File: config.mk
export PLATFORM = sky130hd
export DESIGN_NAME = gei_top
export DESIGN_NICKNAME = d
export VERILOG_FILES = /design/src/gei_pkg.sv /design/src/gei_top.sv
export SDC_FILE = /design/constraint.sdc
export NUM_CORES = 1
export LEC_CHECK = 0
export ABC_AREA = 1
export BUFFER_PORTS_ARGS = -buffer_cell sky130_fd_sc_hd__buf_2
export CAP_MARGIN = 10
export CELL_PAD_IN_SITES_DETAIL_PLACEMENT = 1
export CELL_PAD_IN_SITES_GLOBAL_PLACEMENT = 2
export CORE_ASPECT_RATIO = 0.9
export CORE_UTILIZATION = 28
export DETAILED_ROUTE_END_ITERATION = 12
export MAX_ROUTING_LAYER = met4
export PLACE_DENSITY_LB_ADDON = 0.08
export SLEW_MARGIN = 20
export SYNTH_ARGS = -nofsm -noshare
export SYNTH_HDL_FRONTEND = slang
export SYNTH_SLANG_ARGS = --single-unit
File: constraint.sdc
create_clock -name clk_i -period 1.6 [get_ports clk_i]
set_input_delay 0.48 -clock clk_i [delete_from_list [all_inputs] [get_ports clk_i]]
set_output_delay 0.48 -clock clk_i [all_outputs]
set_load 0.005 [all_outputs]
File: src/gei_pkg.sv
// package for the general-purpose pin and edge interrupt block
// assumes a 32-bit classic wishbone slave with word-aligned byte addresses
package gei_pkg;
    // register byte offsets
    localparam logic [7:0] OFS_READ_LOW     = 8'h00;
    localparam logic [7:0] OFS_OUT_LOW      = 8'h04;
    localparam logic [7:0] OFS_EN_LOW       = 8'h08;
    localparam logic [7:0] OFS_FUNC_LOW     = 8'h0C;
    localparam logic [7:0] OFS_READ_HIGH    = 8'hB0;
    localparam logic [7:0] OFS_OUT_HIGH     = 8'hB4;
    localparam logic [7:0] OFS_EN_HIGH      = 8'hB8;
    localparam logic [7:0] OFS_FUNC_HIGH    = 8'hBC;
    localparam logic [7:0] OFS_IRQ_STAT     = 8'hC0;
    localparam logic [7:0] OFS_IRQ_EN       = 8'hC4;
    // field positions and widths
    localparam int         EDGE_INPUTS      = 7;
    localparam int         RISE_BASE        = 0;
    localparam int         FALL_BASE        = 8;
    localparam int         DISC_BASE        = 16;
    localparam int         DISC_EVENTS      = 7;
    localparam int         CTRL_SOURCES     = 11;
    // reset value and the mask of implemented status bits
    localparam logic [31:0] RST_ZERO        = 32'h0000_0000;
    localparam logic [31:0] STAT_IMPL_MASK  = 32'h007F_7F7F;

    // one pin bank of output control
    typedef struct packed {
        logic [31:0] func;
        logic [31:0] en;
        logic [31:0] val;
    } gei_bank_t;
endpackage : gei_pkg

File: src/gei_top.sv
// general-purpose pins with edge interrupts and output muxing
// assumes pin inputs are asynchronous and primary logic runs on clk_i
//
// How it works
// - only inputs 6..0 of the low pin bank have edge interrupt logic.
// - a rising edge on edge input n sets status bit n.
// - a falling edge on edge input n sets status bit n+8.
// - writing one to a clear bit clears that status bit, zeros leave it alone.
// - a status bit with its enable bit set holds a request pending.
// - rising and falling events of input n both go to controller source 32+n.
// - status bits 16..22 hold disc decoder and encoder events to sources 56..53, bit 23 reserved.
// - 64 output positions each have function, enable and value bits in two banks.
// - after reset all function select bits are zero, so pins take their primary use.
// - with function select zero the primary logic owns enable and value of the pin.
// - with function select one the pin is in general output mode and uses the enable bit.
// - in general output mode enable zero floats the pin and enable one drives it.
// - in general output mode with drive on, the value bit gives the pin level.
// - function select bit 35 moves the audio clock 3 shared pin to general output 35.
// - the read registers always return the pin levels whatever the mode.
//
// Register access over Wishbone and the address map were chosen for this implementation.
`timescale 1ns/10ps
module gei_top #(
    parameter int PINS = 64
) (
    input  wire logic              clk_i,
    input  wire logic              rst_i,
    // classic wishbone slave
    input  wire logic              wb_cyc_i,
    input  wire logic              wb_stb_i,
    input  wire logic              wb_we_i,
    input  wire logic [7:0]        wb_adr_i,
    input  wire logic [3:0]        wb_sel_i,
    input  wire logic [31:0]       wb_dat_i,
    output logic      [31:0]       wb_dat_o,
    output logic                   wb_ack_o,
    // pins
    input  wire logic [PINS-1:0]   pin_in_i,
    output logic      [PINS-1:0]   pin_out_o,
    output logic      [PINS-1:0]   pin_oe_o,
    // primary function logic
    input  wire logic [PINS-1:0]   prim_out_i,
    input  wire logic [PINS-1:0]   prim_oe_i,
    // disc events: new block, illegal sync, missing sync, check error (dec), then enc x3
    input  wire logic [3:0]        disc_dec_event_i,
    input  wire logic [2:0]        disc_enc_event_i,
    // requests to secondary controller, sources 32..38 then 53..56
    output logic [gei_pkg::CTRL_SOURCES-1:0] src_req_o,
    output logic                   irq_o
);
    // pin synchronisers, two stages on every pin
    logic [PINS-1:0]                  pin_s1_q;
    logic [PINS-1:0]                  pin_s2_q;
    // edge detection on the interrupt capable inputs
    logic [gei_pkg::EDGE_INPUTS-1:0]  edge_prev_q;
    logic [gei_pkg::EDGE_INPUTS-1:0]  rise_evt;
    logic [gei_pkg::EDGE_INPUTS-1:0]  fall_evt;
    // interrupt status, enable and the per-cycle set and clear vectors
    logic [31:0]                      edge_irq_status_q;
    logic [31:0]                      edge_irq_enable_q;
    logic [31:0]                      stat_set;
    logic [31:0]                      stat_clr;
    logic [31:0]                      pend;
    // output control registers, low bank positions 31..0, high bank 63..32
    logic [31:0]                      pin_function_select_low_q;
    logic [31:0]                      pin_drive_enable_low_q;
    logic [31:0]                      pin_output_value_low_q;
    logic [31:0]                      pin_function_select_high_q;
    logic [31:0]                      pin_drive_enable_high_q;
    logic [31:0]                      pin_output_value_high_q;
    // banks gathered as structs, then flattened over all 64 positions
    gei_pkg::gei_bank_t               bank_low;
    gei_pkg::gei_bank_t               bank_high;
    logic [63:0]                      func_all;
    logic [63:0]                      en_all;
    logic [63:0]                      val_all;
    // bus side
    logic                             ack_q;
    logic [31:0]                      dat_q;
    logic [31:0]                      rd_mux;
    logic                             req;
    logic                             wr_fire;
    logic [31:0]                      wr_mask;
    // registered outputs and the next value of the controller requests
    logic [PINS-1:0]                  pin_out_q;
    logic [PINS-1:0]                  pin_oe_q;
    logic [gei_pkg::CTRL_SOURCES-1:0] src_req_q;
    logic [gei_pkg::CTRL_SOURCES-1:0] src_req_d;
    logic                             irq_q;
    // position of the pin shared with audio clock 3
    localparam int AUDIO_CLOCK3_SHARED_PIN = 35;

    // a request is live while cyc and stb are both high
    assign req     = wb_cyc_i & wb_stb_i;
    // a write lands at the edge where the master samples ack high
    assign wr_fire = req & wb_we_i & ack_q;
    // byte selects expanded to a bit mask for partial writes
    assign wr_mask = {{8{wb_sel_i[3]}}, {8{wb_sel_i[2]}},
                      {8{wb_sel_i[1]}}, {8{wb_sel_i[0]}}};

    // ack comes one cycle after the request is seen and drops the next
    // cycle, so every transfer takes exactly two cycles
    always_ff @(posedge clk_i) begin
        if (rst_i) begin
            ack_q <= 1'b0;
        end else begin
            ack_q <= req & ~ack_q;
        end
    end

    // read data by offset; the clear register reads back as status
    always_comb begin
        rd_mux = gei_pkg::RST_ZERO;
        case (wb_adr_i)
            gei_pkg::OFS_READ_LOW:  rd_mux = pin_s2_q[31:0];
            gei_pkg::OFS_OUT_LOW:   rd_mux = pin_output_value_low_q;
            gei_pkg::OFS_EN_LOW:    rd_mux = pin_drive_enable_low_q;
            gei_pkg::OFS_FUNC_LOW:  rd_mux = pin_function_select_low_q;
            gei_pkg::OFS_READ_HIGH: rd_mux = pin_s2_q[63:32];
            gei_pkg::OFS_OUT_HIGH:  rd_mux = pin_output_value_high_q;
            gei_pkg::OFS_EN_HIGH:   rd_mux = pin_drive_enable_high_q;
            gei_pkg::OFS_FUNC_HIGH: rd_mux = pin_function_select_high_q;
            gei_pkg::OFS_IRQ_STAT:  rd_mux = edge_irq_status_q;
            gei_pkg::OFS_IRQ_EN:    rd_mux = edge_irq_enable_q;
            default:                rd_mux = gei_pkg::RST_ZERO;
        endcase
    end

    // read data captured with ack so it stands while ack is high
    always_ff @(posedge clk_i) begin
        if (rst_i) begin
            dat_q <= gei_pkg::RST_ZERO;
        end else if (req & ~ack_q & ~wb_we_i) begin
            dat_q <= rd_mux;
        end
    end

    // two flip-flops on every pin before anything reads it; no reset, so
    // the first read after reset already sees the settled pin level
    always_ff @(posedge clk_i) begin
        pin_s1_q <= pin_in_i;
        pin_s2_q <= pin_s1_q;
    end

    // previous sample of the edge inputs, taken from the second stage
    always_ff @(posedge clk_i) begin
        edge_prev_q <= pin_s2_q[gei_pkg::EDGE_INPUTS-1:0];
    end

    // edges by comparing consecutive samples; neither side is reset, so
    // leaving reset cannot fake an edge on a pin that rests high
    assign rise_evt =  pin_s2_q[gei_pkg::EDGE_INPUTS-1:0] & ~edge_prev_q;
    assign fall_evt = ~pin_s2_q[gei_pkg::EDGE_INPUTS-1:0] &  edge_prev_q;

    // events that set status bits this cycle
    always_comb begin
        stat_set = gei_pkg::RST_ZERO;
        stat_set[gei_pkg::RISE_BASE +: gei_pkg::EDGE_INPUTS] = rise_evt;
        stat_set[gei_pkg::FALL_BASE +: gei_pkg::EDGE_INPUTS] = fall_evt;
        stat_set[gei_pkg::DISC_BASE +: 4] = disc_dec_event_i;
        stat_set[gei_pkg::DISC_BASE + 4 +: 3] = disc_enc_event_i;
    end

    // ones written to the clear register clear those bits; it shares its
    // offset with the status register
    assign stat_clr = (wr_fire && wb_adr_i == gei_pkg::OFS_IRQ_STAT) ?
                      (wb_dat_i & wr_mask) : gei_pkg::RST_ZERO;

    // status: a set in the same cycle as a clear wins, so no edge is lost;
    // bit 23 and the unused gaps always read zero
    always_ff @(posedge clk_i) begin
        if (rst_i) begin
            edge_irq_status_q <= gei_pkg::RST_ZERO;
        end else begin
            edge_irq_status_q <= ((edge_irq_status_q & ~stat_clr) | stat_set)
                                 & gei_pkg::STAT_IMPL_MASK;
        end
    end

    // interrupt enable, same layout as status
    always_ff @(posedge clk_i) begin
        if (rst_i) begin
            edge_irq_enable_q <= gei_pkg::RST_ZERO;
        end else if (wr_fire && wb_adr_i == gei_pkg::OFS_IRQ_EN) begin
            edge_irq_enable_q <= ((edge_irq_enable_q & ~wr_mask) | (wb_dat_i & wr_mask))
                                 & gei_pkg::STAT_IMPL_MASK;
        end
    end

    // low bank function select; zero after reset hands every pin to its
    // primary logic until software claims it
    always_ff @(posedge clk_i) begin
        if (rst_i) begin
            pin_function_select_low_q <= gei_pkg::RST_ZERO;
        end else if (wr_fire && wb_adr_i == gei_pkg::OFS_FUNC_LOW) begin
            pin_function_select_low_q <= (pin_function_select_low_q & ~wr_mask)
                                         | (wb_dat_i & wr_mask);
        end
    end

    // low bank drive enable, only used in general output mode
    always_ff @(posedge clk_i) begin
        if (rst_i) begin
            pin_drive_enable_low_q <= gei_pkg::RST_ZERO;
        end else if (wr_fire && wb_adr_i == gei_pkg::OFS_EN_LOW) begin
            pin_drive_enable_low_q <= (pin_drive_enable_low_q & ~wr_mask)
                                      | (wb_dat_i & wr_mask);
        end
    end

    // low bank output value, used whenever the pin is in general output mode
    always_ff @(posedge clk_i) begin
        if (rst_i) begin
            pin_output_value_low_q <= gei_pkg::RST_ZERO;
        end else if (wr_fire && wb_adr_i == gei_pkg::OFS_OUT_LOW) begin
            pin_output_value_low_q <= (pin_output_value_low_q & ~wr_mask)
                                      | (wb_dat_i & wr_mask);
        end
    end

    // high bank function select; bit 3 here is position 35, the pin
    // shared with audio clock 3
    always_ff @(posedge clk_i) begin
        if (rst_i) begin
            pin_function_select_high_q <= gei_pkg::RST_ZERO;
        end else if (wr_fire && wb_adr_i == gei_pkg::OFS_FUNC_HIGH) begin
            pin_function_select_high_q <= (pin_function_select_high_q & ~wr_mask)
                                          | (wb_dat_i & wr_mask);
        end
    end

    // high bank drive enable
    always_ff @(posedge clk_i) begin
        if (rst_i) begin
            pin_drive_enable_high_q <= gei_pkg::RST_ZERO;
        end else if (wr_fire && wb_adr_i == gei_pkg::OFS_EN_HIGH) begin
            pin_drive_enable_high_q <= (pin_drive_enable_high_q & ~wr_mask)
                                       | (wb_dat_i & wr_mask);
        end
    end

    // high bank output value
    always_ff @(posedge clk_i) begin
        if (rst_i) begin
            pin_output_value_high_q <= gei_pkg::RST_ZERO;
        end else if (wr_fire && wb_adr_i == gei_pkg::OFS_OUT_HIGH) begin
            pin_output_value_high_q <= (pin_output_value_high_q & ~wr_mask)
                                       | (wb_dat_i & wr_mask);
        end
    end

    // gather the banks; the high bank holds positions 63..32
    assign bank_low  = '{func: pin_function_select_low_q,
                         en:   pin_drive_enable_low_q,
                         val:  pin_output_value_low_q};
    assign bank_high = '{func: pin_function_select_high_q,
                         en:   pin_drive_enable_high_q,
                         val:  pin_output_value_high_q};
    assign func_all  = {bank_high.func, bank_low.func};
    assign en_all    = {bank_high.en,   bank_low.en};
    assign val_all   = {bank_high.val,  bank_low.val};

    // pin mux: primary logic while select is zero, general output otherwise;
    // registered so the pins only change on the clock
    always_ff @(posedge clk_i) begin
        if (rst_i) begin
            pin_oe_q  <= '0;
            pin_out_q <= '0;
        end else begin
            pin_oe_q  <= (prim_oe_i & ~func_all[PINS-1:0])
                         | (en_all[PINS-1:0] & func_all[PINS-1:0]);
            pin_out_q <= (prim_out_i & ~func_all[PINS-1:0])
                         | (val_all[PINS-1:0] & func_all[PINS-1:0]);
        end
    end

    // a status bit pends while its enable bit is set
    assign pend = edge_irq_status_q & edge_irq_enable_q;

    // controller sources: 32+n takes both edges of input n, 53..56 take the
    // decoder and encoder events, matching events or-ed together
    always_comb begin
        src_req_d = '0;
        for (int n = 0; n < gei_pkg::EDGE_INPUTS; n++) begin
            src_req_d[n] = pend[gei_pkg::RISE_BASE + n]
                           | pend[gei_pkg::FALL_BASE + n];
        end
        src_req_d[gei_pkg::EDGE_INPUTS]     = pend[gei_pkg::DISC_BASE + 3];
        src_req_d[gei_pkg::EDGE_INPUTS + 1] = pend[gei_pkg::DISC_BASE + 2]
                                              | pend[gei_pkg::DISC_BASE + 6];
        src_req_d[gei_pkg::EDGE_INPUTS + 2] = pend[gei_pkg::DISC_BASE + 1]
                                              | pend[gei_pkg::DISC_BASE + 5];
        src_req_d[gei_pkg::EDGE_INPUTS + 3] = pend[gei_pkg::DISC_BASE]
                                              | pend[gei_pkg::DISC_BASE + 4];
    end

    // interrupt and controller requests, registered so outputs are flip-flops
    always_ff @(posedge clk_i) begin
        if (rst_i) begin
            src_req_q <= '0;
            irq_q     <= 1'b0;
        end else begin
            src_req_q <= src_req_d;
            irq_q     <= |pend;
        end
    end

    // outputs straight from their flip-flops
    assign wb_ack_o  = ack_q;
    assign wb_dat_o  = dat_q;
    assign pin_out_o = pin_out_q;
    assign pin_oe_o  = pin_oe_q;
    assign src_req_o = src_req_q;
    assign irq_o     = irq_q;

    // checks on what the block drives, one clock after the cause except the reserved bit and reset checks
    rise_sets_stat_a: assert property (@(posedge clk_i) disable iff (rst_i)
        (|rise_evt) |=> ((edge_irq_status_q[gei_pkg::EDGE_INPUTS-1:0] & $past(rise_evt))
                         == $past(rise_evt)))
        else $error("rising edge did not set its status bit");

    fall_sets_stat_a: assert property (@(posedge clk_i) disable iff (rst_i)
        (|fall_evt) |=> ((edge_irq_status_q[gei_pkg::FALL_BASE +: gei_pkg::EDGE_INPUTS]
                          & $past(fall_evt)) == $past(fall_evt)))
        else $error("falling edge did not set its status bit");

    clear_drops_stat_a: assert property (@(posedge clk_i) disable iff (rst_i)
        (|stat_clr) |=> ((edge_irq_status_q & $past(stat_clr) & ~$past(stat_set))
                         == 32'h0000_0000))
        else $error("write of ones did not clear status");

    set_beats_clear_a: assert property (@(posedge clk_i) disable iff (rst_i)
        (|(stat_set & stat_clr)) |=> ((edge_irq_status_q & $past(stat_set & stat_clr))
                                      == $past(stat_set & stat_clr)))
        else $error("clear won over a same cycle event");

    irq_level_a: assert property (@(posedge clk_i) disable iff (rst_i)
        1'b1 |=> (irq_o == $past(|pend)))
        else $error("interrupt level does not follow pending bits");

    edge_src_req_a: assert property (@(posedge clk_i) disable iff (rst_i)
        1'b1 |=> (src_req_o[0] == $past(pend[gei_pkg::RISE_BASE] | pend[gei_pkg::FALL_BASE])))
        else $error("source 32 request does not follow input 0 events");

    disc_src_req_a: assert property (@(posedge clk_i) disable iff (rst_i)
        1'b1 |=> (src_req_o[gei_pkg::CTRL_SOURCES-1]
                  == $past(pend[gei_pkg::DISC_BASE] | pend[gei_pkg::DISC_BASE + 4])))
        else $error("source 56 request does not follow new block events");

    reserved_zero_a: assert property (@(posedge clk_i) disable iff (rst_i)
        1'b1 |-> (edge_irq_status_q[23] == 1'b0))
        else $error("reserved status bit set");

    func_reset_zero_a: assert property (@(posedge clk_i) disable iff (rst_i)
        $fell(rst_i) |-> (func_all == 64'h0))
        else $error("function select not zero after reset");

    primary_owns_pin_a: assert property (@(posedge clk_i) disable iff (rst_i)
        1'b1 |=> ((pin_out_o & ~$past(func_all[PINS-1:0]))
                  == $past(prim_out_i & ~func_all[PINS-1:0])))
        else $error("primary value not on a primary pin");

    float_or_drive_a: assert property (@(posedge clk_i) disable iff (rst_i)
        1'b1 |=> ((pin_oe_o & $past(func_all[PINS-1:0]))
                  == $past(func_all[PINS-1:0] & en_all[PINS-1:0])))
        else $error("general output drive does not follow enable");

    gpo_value_a: assert property (@(posedge clk_i) disable iff (rst_i)
        1'b1 |=> ((pin_out_o & $past(func_all[PINS-1:0] & en_all[PINS-1:0]))
                  == $past(val_all[PINS-1:0] & func_all[PINS-1:0] & en_all[PINS-1:0])))
        else $error("general output value wrong on a driven pin");

    audio_pin_gpo_a: assert property (@(posedge clk_i) disable iff (rst_i)
        (func_all[AUDIO_CLOCK3_SHARED_PIN] && en_all[AUDIO_CLOCK3_SHARED_PIN])
        |=> (pin_oe_o[AUDIO_CLOCK3_SHARED_PIN]
             && (pin_out_o[AUDIO_CLOCK3_SHARED_PIN] == $past(val_all[AUDIO_CLOCK3_SHARED_PIN]))))
        else $error("shared audio clock pin not in general output mode");
endmodule : gei_top

# Yosys cells after proc, flatten, opt, wreduce, memory -nomap -nowiden
# Cells that the tools add are included.
dict set report op_classes {
  addsub 0
  n_mul 0
  div 0
  order_cmp 0
  eq_ne 9
  shifts 0
  n_mux 2
  bitwise_logic 48
  n_reduce_logical 10
}
# op count
set op_table {}
lappend op_table {{case mux 32 bit (10 select lines)} 1}
lappend op_table {{bitwise AND 64 bit} 4}
lappend op_table {{bitwise AND 32 bit} 7}
lappend op_table {{bitwise OR 32 bit} 6}
lappend op_table {{bitwise OR 64 bit} 2}
lappend op_table {{bitwise AND 23 bit} 3}
lappend op_table {{inverter 64 bit} 1}
lappend op_table {{== test 8 bit, second input constant} 6}
lappend op_table {{bitwise OR 23 bit} 2}
lappend op_table {{inverter 32 bit} 1}
lappend op_table {{OR reduction 32 bit} 1}
lappend op_table {{2-to-1 mux 23 bit} 1}
lappend op_table {{inverter 23 bit} 1}
lappend op_table {{== test 8 x 4 -> 1 bit, second input constant} 2}
lappend op_table {{bitwise AND 7 bit} 2}
lappend op_table {{inverter 7 bit} 2}
lappend op_table {{bitwise OR 1 bit} 10}
lappend op_table {{== test 8 x 3 -> 1 bit, second input constant} 1}
lappend op_table {{logical AND 1 bit} 8}
lappend op_table {{logical NOT 8 bit} 1}
lappend op_table {{bitwise AND 1 bit} 5}
lappend op_table {{inverter 1 bit} 2}
dict set report word_totals {
  reg_bits 542
  latch_bits 0
  ram_bits 0
  rom_bits 0
  input_bits 248
  output_inout_bits 173
  elab_cells 86
  n_memories 0
}

# Longest topological paths before layout
# Gate-level depths: netlist (run 1).
dict set report depth {
  ltp_word 8
  ltp_mapped 11
  ltp_nobuf 11
}

# Worst setup path before layout (run 1)
# No wires, ideal clock.
dict set report synth_timing {
  kind {in2reg}
  startpoint {in wb_cyc_i}
  endpoint {reg edge_irq_status_q[13]}
  setup_time_ps 132
  arrival_ps 1525
  required_ps 1468
  slack_ps -57
  cell_stages 7
  path_buffers 2
  path_cell_list {nand2_1 > nor2_8 > buf_6 > nand3_1 > clkbuf_1 > o21ai_1 > a21oi_1}
}
dict set report synth_via {
  elab_chain_cells 8
}
# element line
set synth_lines {}
lappend synth_lines {{start: declaration} gei_top.sv:29} ;# input wire logic wb_cyc_i,
lappend synth_lines {{bitwise AND 1 bit} gei_top.sv:94} ;# assign req = wb_cyc_i & wb_stb_i;
lappend synth_lines {{bitwise AND 1 bit (2 in a row)} gei_top.sv:96} ;# assign wr_fire = req & wb_we_i & ack_q;
lappend synth_lines {{logical AND 1 bit} gei_top.sv:166} ;# assign stat_clr = (wr_fire && wb_adr_i == gei_pkg::OFS_IRQ_STAT) ?
lappend synth_lines {{2-to-1 mux 23 bit} gei_top.sv:166}
lappend synth_lines {{inverter 23 bit} gei_top.sv:175} ;# edge_irq_status_q <= ((edge_irq_status_q & ~stat_clr) | stat_set)
lappend synth_lines {{bitwise AND 23 bit} gei_top.sv:175}
lappend synth_lines {{bitwise OR 23 bit} gei_top.sv:175}
lappend synth_lines {{end signal: assignment} gei_top.sv:173} ;# edge_irq_status_q <= gei_pkg::RST_ZERO;
lappend synth_lines {{end signal: assignment} gei_top.sv:175}
lappend synth_lines {{end: declaration} gei_top.sv:59} ;# logic [31:0] edge_irq_status_q;
# No other way between the ends.
# A chain may end at the register's enable or synchronous reset.

# Worst setup path in the final report (run 1)
dict set report layout_timing {
  startpoint {reg ack_q (netlist: wb_ack_o)}
  endpoint {out wb_ack_o}
}
# element line
set layout_lines {}
lappend layout_lines {{start: declaration} gei_top.sv:78} ;# logic ack_q;
lappend layout_lines {{start signal: assignment} gei_top.sv:107} ;# ack_q <= req & ~ack_q;
lappend layout_lines {{end: declaration} gei_top.sv:36} ;# output logic wb_ack_o,
# No word-level cell between the ends.

==> results of run 1 <==
-- kinds of logic (layout without fill, tap and decap cells) --
kind of cell	after synthesis	after routing	synth area share, %
AOI/OAI and AO/OA	441	441	12.7
buffers and inverters	286	880	6.02
other	0	9	0
DFF	542	542	54.1
and+or+nand+nor	1267	1270	27.2
-- worst reg2reg max path, cell delays in order (launching register included) --
cell,delay (ps)
dfxtp_2,350
nand2_2,90
nor2_8,170
buf_12,130
buf_16,130
buf_4,150
nand3_4,110
buf_12,180
nor2_1,110
a211oi_2,40
-- where the power goes --
group          internal, mW  switching [mW]
clock network          8.68            5.83
registers              13.9           0.155
logic                 0.742           0.994
-- per-stage QoR --
stage | hold slack (ps) | cells | cell area [µm²]
2_1_floorplan | 310 | 2536 | 20100
3_3_place_gp | 312 | 3881 | 24300
3_5_place_dp | 313 | 3881 | 24300
4_1_cts | 69.5 | 4059 | 27200
5_1_grt | 94.2 | 4082 | 28000
6_report | 103 | 4082 | 28000
-- layout make-up --
cell class                      count  area [µm²]  share of cell area [%]
Clock buffer                       84        1740                    6.23
Antenna cell                        9        22.5                  0.0805
Multi-Input combinational cell   1711        8440                    30.2
Timing Repair Buffer              643        4860                    17.4
Inverter                          129         512                    1.83
Clock inverter                     24         314                    1.12
Tap cell                          940        1180                    4.20
Sequential cell                   542       10900                    39.0
-- worst min-delay path by stage --
stage	end	slack [ps]	cells after the start
finish	pin_out_o[53]	100	3
global route	pin_oe_o[50]	90	3
CTS	pin_oe_o[49]	70	3
detailed placement	pin_s2_q[10]	310	0
global placement	pin_s2_q[34]	310	0
floorplan	pin_s2_q[0]	310	0
-- cell usage in the layout, fill, tap and decap left out, types with 7 or more instances in the layout --
cell	instances
clkbuf_16	67
nand2_1	740
inv_2	10
a211oi_1	60
dlygate4sd3_1	64
clkbuf_1	10
or2_2	7
nor2_1	150
o21ai_1	19
nand3_2	11
buf_2	405
clkinv_2	10
nor2_4	13
inv_1	112
a21oi_1	297
buf_12	48
o21ai_0	11
clkbuf_8	13
nand3_1	243
buf_6	32
diode_2	9
a211oi_2	36
nor2_2	23
nand3_4	18
dfxtp_2	28
bufinv_16	7
nand4_1	57
buf_4	81
dfxtp_1	508
-- layer usage --
layer  GRT usage, %  wire [µm]  share of wire, %  vias up
met1           32.2      41600                48     9447
met2           36.1      38600                45      448
met5              -          0                 0        -
met3           4.01       4180               4.9       90
met4           5.38       1550               1.8        0
li1               -          -                 -     9509
-- repair_timing --
action	4_1_cts	5_1_grt
pin swaps	2	2
setup buffers	3	6
hold buffers	64	0
setup endpoints to repair	56	228
endpoints found under the hold margin	64	0
gates resized for setup	58	119
gates cloned	3	8
==> impl_metrics.yaml, run 1 <==
yosys:
  yosysSeqAreaShare_pct: 54.1
  syn_inst: 2536
  synth_seq_cells: 542
  synth.largest_area_cell: "dfxtp_1"
  synth_top_area_share_pct: 54.1
  ys.flop_type: "dfxtp_1"
  syn_nets: 2784
  ys_warn_count: 0
  synthMostInstantiatedCell: "nand2_1"
  synth_area_um2: 20100
  synth_cell_types: 29
  syn_area_per_cell_um2: 7.91
  synthTopCellsByCount: "741 x nand2_1, 542 x dfxtp_1, 301 x a21oi_1"
  synthTopCellsByArea: "dfxtp_1 54%, nand2_1 14%, a21oi_1 7.5%"
  async_flop_share_pct: 0
  synth-edff-count: 0
grt:
  overflow: 0
  grt_usage_pct: 23.6
  antenna_found_initial: 9
  grt_pass1_wl_um: 128000
  grt_start_max_net_pins: 77
  first_global_vias: 20600
worst_setup_path:
  slowest_delay_ps: 330
  cp-startpoint: "wb_ack_o"
  critPathTopFamily: "flip-flops"
  crit_fanout: 2
  ff2ff_setup_slack_ps: 0
  crit_end: "wb_ack_o"
  crit_top_cell: "buf_6"
  crit_type: "reg2out"
  critPathSlowestCell: "dfxtp_2"
  worstRegToRegCells: 9
  cp_data_arrival_time_ps: 1170
  r2r_start: "wb_ack_o"
  critPathCaptureType: "output pin"
  cp.buffers_inverters: 2
  startpoint_type: "flop"
  required_ps: 1120
  path_cells: "buf_6 > buf_6"
  path_depth: 2
sta:
  hold_viol: 0
  finalCritPeriodShare_pct: 103
  finClkSkew_ps: 24.4
  finalCriticalPeriod_ps: 1650
  max_freq_mhz: 606
  setup_viol: 3
  slew_viol_final: 0
  fin_tns_setup_ps: -59.9
  worst_pin_slew_ps: 547
  fin_ws_ps: -51.4
  rsz0062_at_grt: "yes"
  slew_headroom_pct: 63.5
die:
  fp.dieH_um: 256
  coreArea_um2: 70400
  io_pins: 421
  die_area_um2: 72700
  rows: 92
  start_util_pct: 28.5
  fp.dieW_um: 284
detailed_routing:
  drc_errors: 0
  wl_per_cell_um: 21.0
  ant_nets: 0
  drtPass1Iterations: 6
  drtIter0Drc: 1151
  wl_um: 85900
  viasPerCell: 4.78
  vias: 19500
placement:
  numPortBuffers: 420
  dpl.hpwl_um: 60800
  post-place-ws_ps: -565
  gp_congestion: 0.816
clock_network:
  cts_tree: "built"
  clkTransAtPathRegs_ps: 60
  clockBufferDepth: 3
  ctsHtreeMaxLevel: 2
  insertion_delay_ps: 620
  cts_buffers: 61
  cts-root-buf: "clkbuf_16"
  cts_sinks: 542
flow_run:
  max_cap_violations: 0
outcome:
  status: "finished with violations"
  failed_checks: "setup timing"
min_path:
  hold_class: "in2reg"
  min-delay-start: "prim_out_i[53]"
finish:
  fillCellCount: 8402
  final_core_util_pct: 39.7
  area_delta_synth_final_pct: 39.4
  nets: 3336
  drive_above_1_share_pct: 27.2
power:
  vdd_drop_max_mv: 0.706
  power.density_nw_per_um2: 1080
  total_power_mw: 30.3
  power_leakage_nw: 11.7
Note: power is estimated with default switching activity, not from simulation.
==> run 2, diff against run 1 <==
ABC_AREA = default   (was 1)
CORE_UTILIZATION = 30   (was 28)
==> impl_metrics.yaml, run 2 <==
detailed_routing:
  drtIter0Drc: 1089
  wl_um: 85400
  drtPass1Iterations: 5
  wl_per_cell_um: 23.5
  drc_errors: 0
  ant_nets: 0
  viasPerCell: 5.07
  vias: 18400
worst_setup_path:
  required_ps: 1120
  slowest_delay_ps: 370
  critPathCaptureType: "output pin"
  crit_fanout: 2
  critPathTopFamily: "flip-flops"
  cp_data_arrival_time_ps: 1100
  crit_type: "reg2out"
  startpoint_type: "flop"
  critPathSlowestCell: "dfxtp_4"
  cp.buffers_inverters: 1
  path_cells: "buf_6"
yosys:
  async_flop_share_pct: 0
  ys.flop_type: "dfxtp_1"
  synthTopCellsByArea: "dfxtp_1 55%, mux2i_1 8.3%, a21oi_1 6.1%"
  synth_area_um2: 19700
  synth_seq_cells: 542
  synthTopCellsByCount: "542 x dfxtp_1, 306 x nand2_1, 241 x a21oi_1"
  syn_area_per_cell_um2: 9.41
  synthMostInstantiatedCell: "dfxtp_1"
  syn_inst: 2093
  synth.largest_area_cell: "dfxtp_1"
  synth_cell_types: 61
  yosysSeqAreaShare_pct: 55.1
  synth-edff-count: 0
  synth_top_area_share_pct: 55.1
  syn_nets: 2341
  ys_warn_count: 0
grt:
  first_global_vias: 19100
  overflow: 0
  met3_usage_pct: 3.93
  antenna_found_initial: 9
  use_met2_pct: 41.4
  grt_busiest_layer: "met2"
  met1_usage_pct: 34.3
  grt_start_max_net_pins: 63
  grt_usage_pct: 25.8
  grt_pass1_wl_um: 125000
die:
  coreArea_um2: 64500
  fp.dieW_um: 272
  start_util_pct: 30.5
  die_area_um2: 66700
  rows: 88
  io_pins: 421
  fp.dieH_um: 245
sta:
  worst_pin_slew_ps: 403
  finClkSkew_ps: 15.5
  finalCriticalPeriod_ps: 1580
  finalCritPeriodShare_pct: 98.8
  setup_viol: 0
  max_freq_mhz: 633
  slew_viol_final: 0
  hold_viol: 0
  slew_headroom_pct: 72.4
  rsz0062_at_grt: "yes"
finish:
  fin_cells: 3628
  layout_common_cells: "514 x dfxtp_1, 403 x buf_2, 281 x nand2_1"
  multiInputGateArea_um2: 8390
  layout_commonest_cell: "dfxtp_1"
  regArea_um2: 10900
  nets: 2971
  drive_above_1_share_pct: 31.6
  fillCellCount: 7441
  final_core_util_pct: 42.9
  area_delta_synth_final_pct: 40.6
clock_network:
  ctsHtreeMaxLevel: 2
  clockBufferDepth: 3
  insertion_delay_ps: 620
  cts_buffers: 59
  cts_tree: "built"
  clkTransAtPathRegs_ps: 60
  cts_sinks: 542
  cts-root-buf: "clkbuf_16"
placement:
  numPortBuffers: 420
  dpl.hpwl_um: 64300
  place_inst: 3448
  gp_congestion: 0.842
outcome:
  status: "finished clean"
power:
  vdd_drop_max_mv: 0.763
  power_leakage_nw: 10.8
  power.density_nw_per_um2: 1070
min_path:
  hold_class: "in2reg"
flow_run:
  max_cap_violations: 0
run 2: worst paths after layout:
| check | start | to | slack, ps | depth (start not counted) |
|---|---|---|---|---|
| setup / recovery | wb_dat_o[12] | wb_dat_o[12] | 20 | 1 |
| hold / removal | prim_out_i[34] | pin_out_o[34] | 90 | 3 |
| setup reg to reg | wb_ack_o | flop | 100 | 7 |
| hold reg to reg | pin_s1_q[8] | pin_s2_q[8] | 320 | 0 |
run 2: area by class of cell:
| class | count | area share, % |
|---|---|---|
| antenna | 5 | 0.0452 |
| clock buffer | 93 | 6.42 |
| clock inverter | 13 | 0.533 |
| inverter | 5 | 0.0678 |
| multi-input combinational | 1392 | 30.3 |
| sequential | 542 | 39.3 |
| tap | 855 | 3.86 |
| timing repair buffer | 723 | 19.4 |
run 2: timing repair:
item,CTS,global route
setup buffers,2,3
resized for setup,42,27
hold buffers,64,0
pin swaps,0,3
hold endpoints to repair,64,0
endpoints found under the setup margin,39,58
run 2: metrics by stage:
stage	hold WS [ps]	setup TNS, ps	cell area, µm²	total power [mW]	worst slack, ps
6_report	93.8	0	27700	29.7	19.3
5_1_grt	82.9	-48.5	27700	30.8	-19.2
4_1_cts	63.1	-45.6	27600	30.1	-15.3
3_5_place_dp	313	-143880	24900	16.2	-741
3_3_place_gp	311	-135060	24900	16.2	-711
2_1_floorplan	310	-50830	20100	15.0	-259
run 2: metal layers:
metal,vias up,wire [µm]
met3,104,4400
met5,-,0
li1,8616,-
met4,0,1600
met2,506,39700
met1,9175,39700
run 2: power by group:
part | internal [mW] | switching (mW)
combinational | 0.923 | 1.09
sequential | 13.9 | 0.147
clock | 8.04 | 5.61
total | 22.8 | 6.85
run 2: cells by family (layout without fill, tap and decap cells):
kind of cell / count (synthesis) / after routing / share of synthesized area (%)
and+or+nand+nor: 779 / 779 / 17.7
DFF: 542 / 542 / 55.1
AOI/OAI and AO/OA: 429 / 429 / 13.2
muxes: 184 / 184 / 10.0
buffers and inverters: 159 / 834 / 4.00
other: 0 / 5 / 0
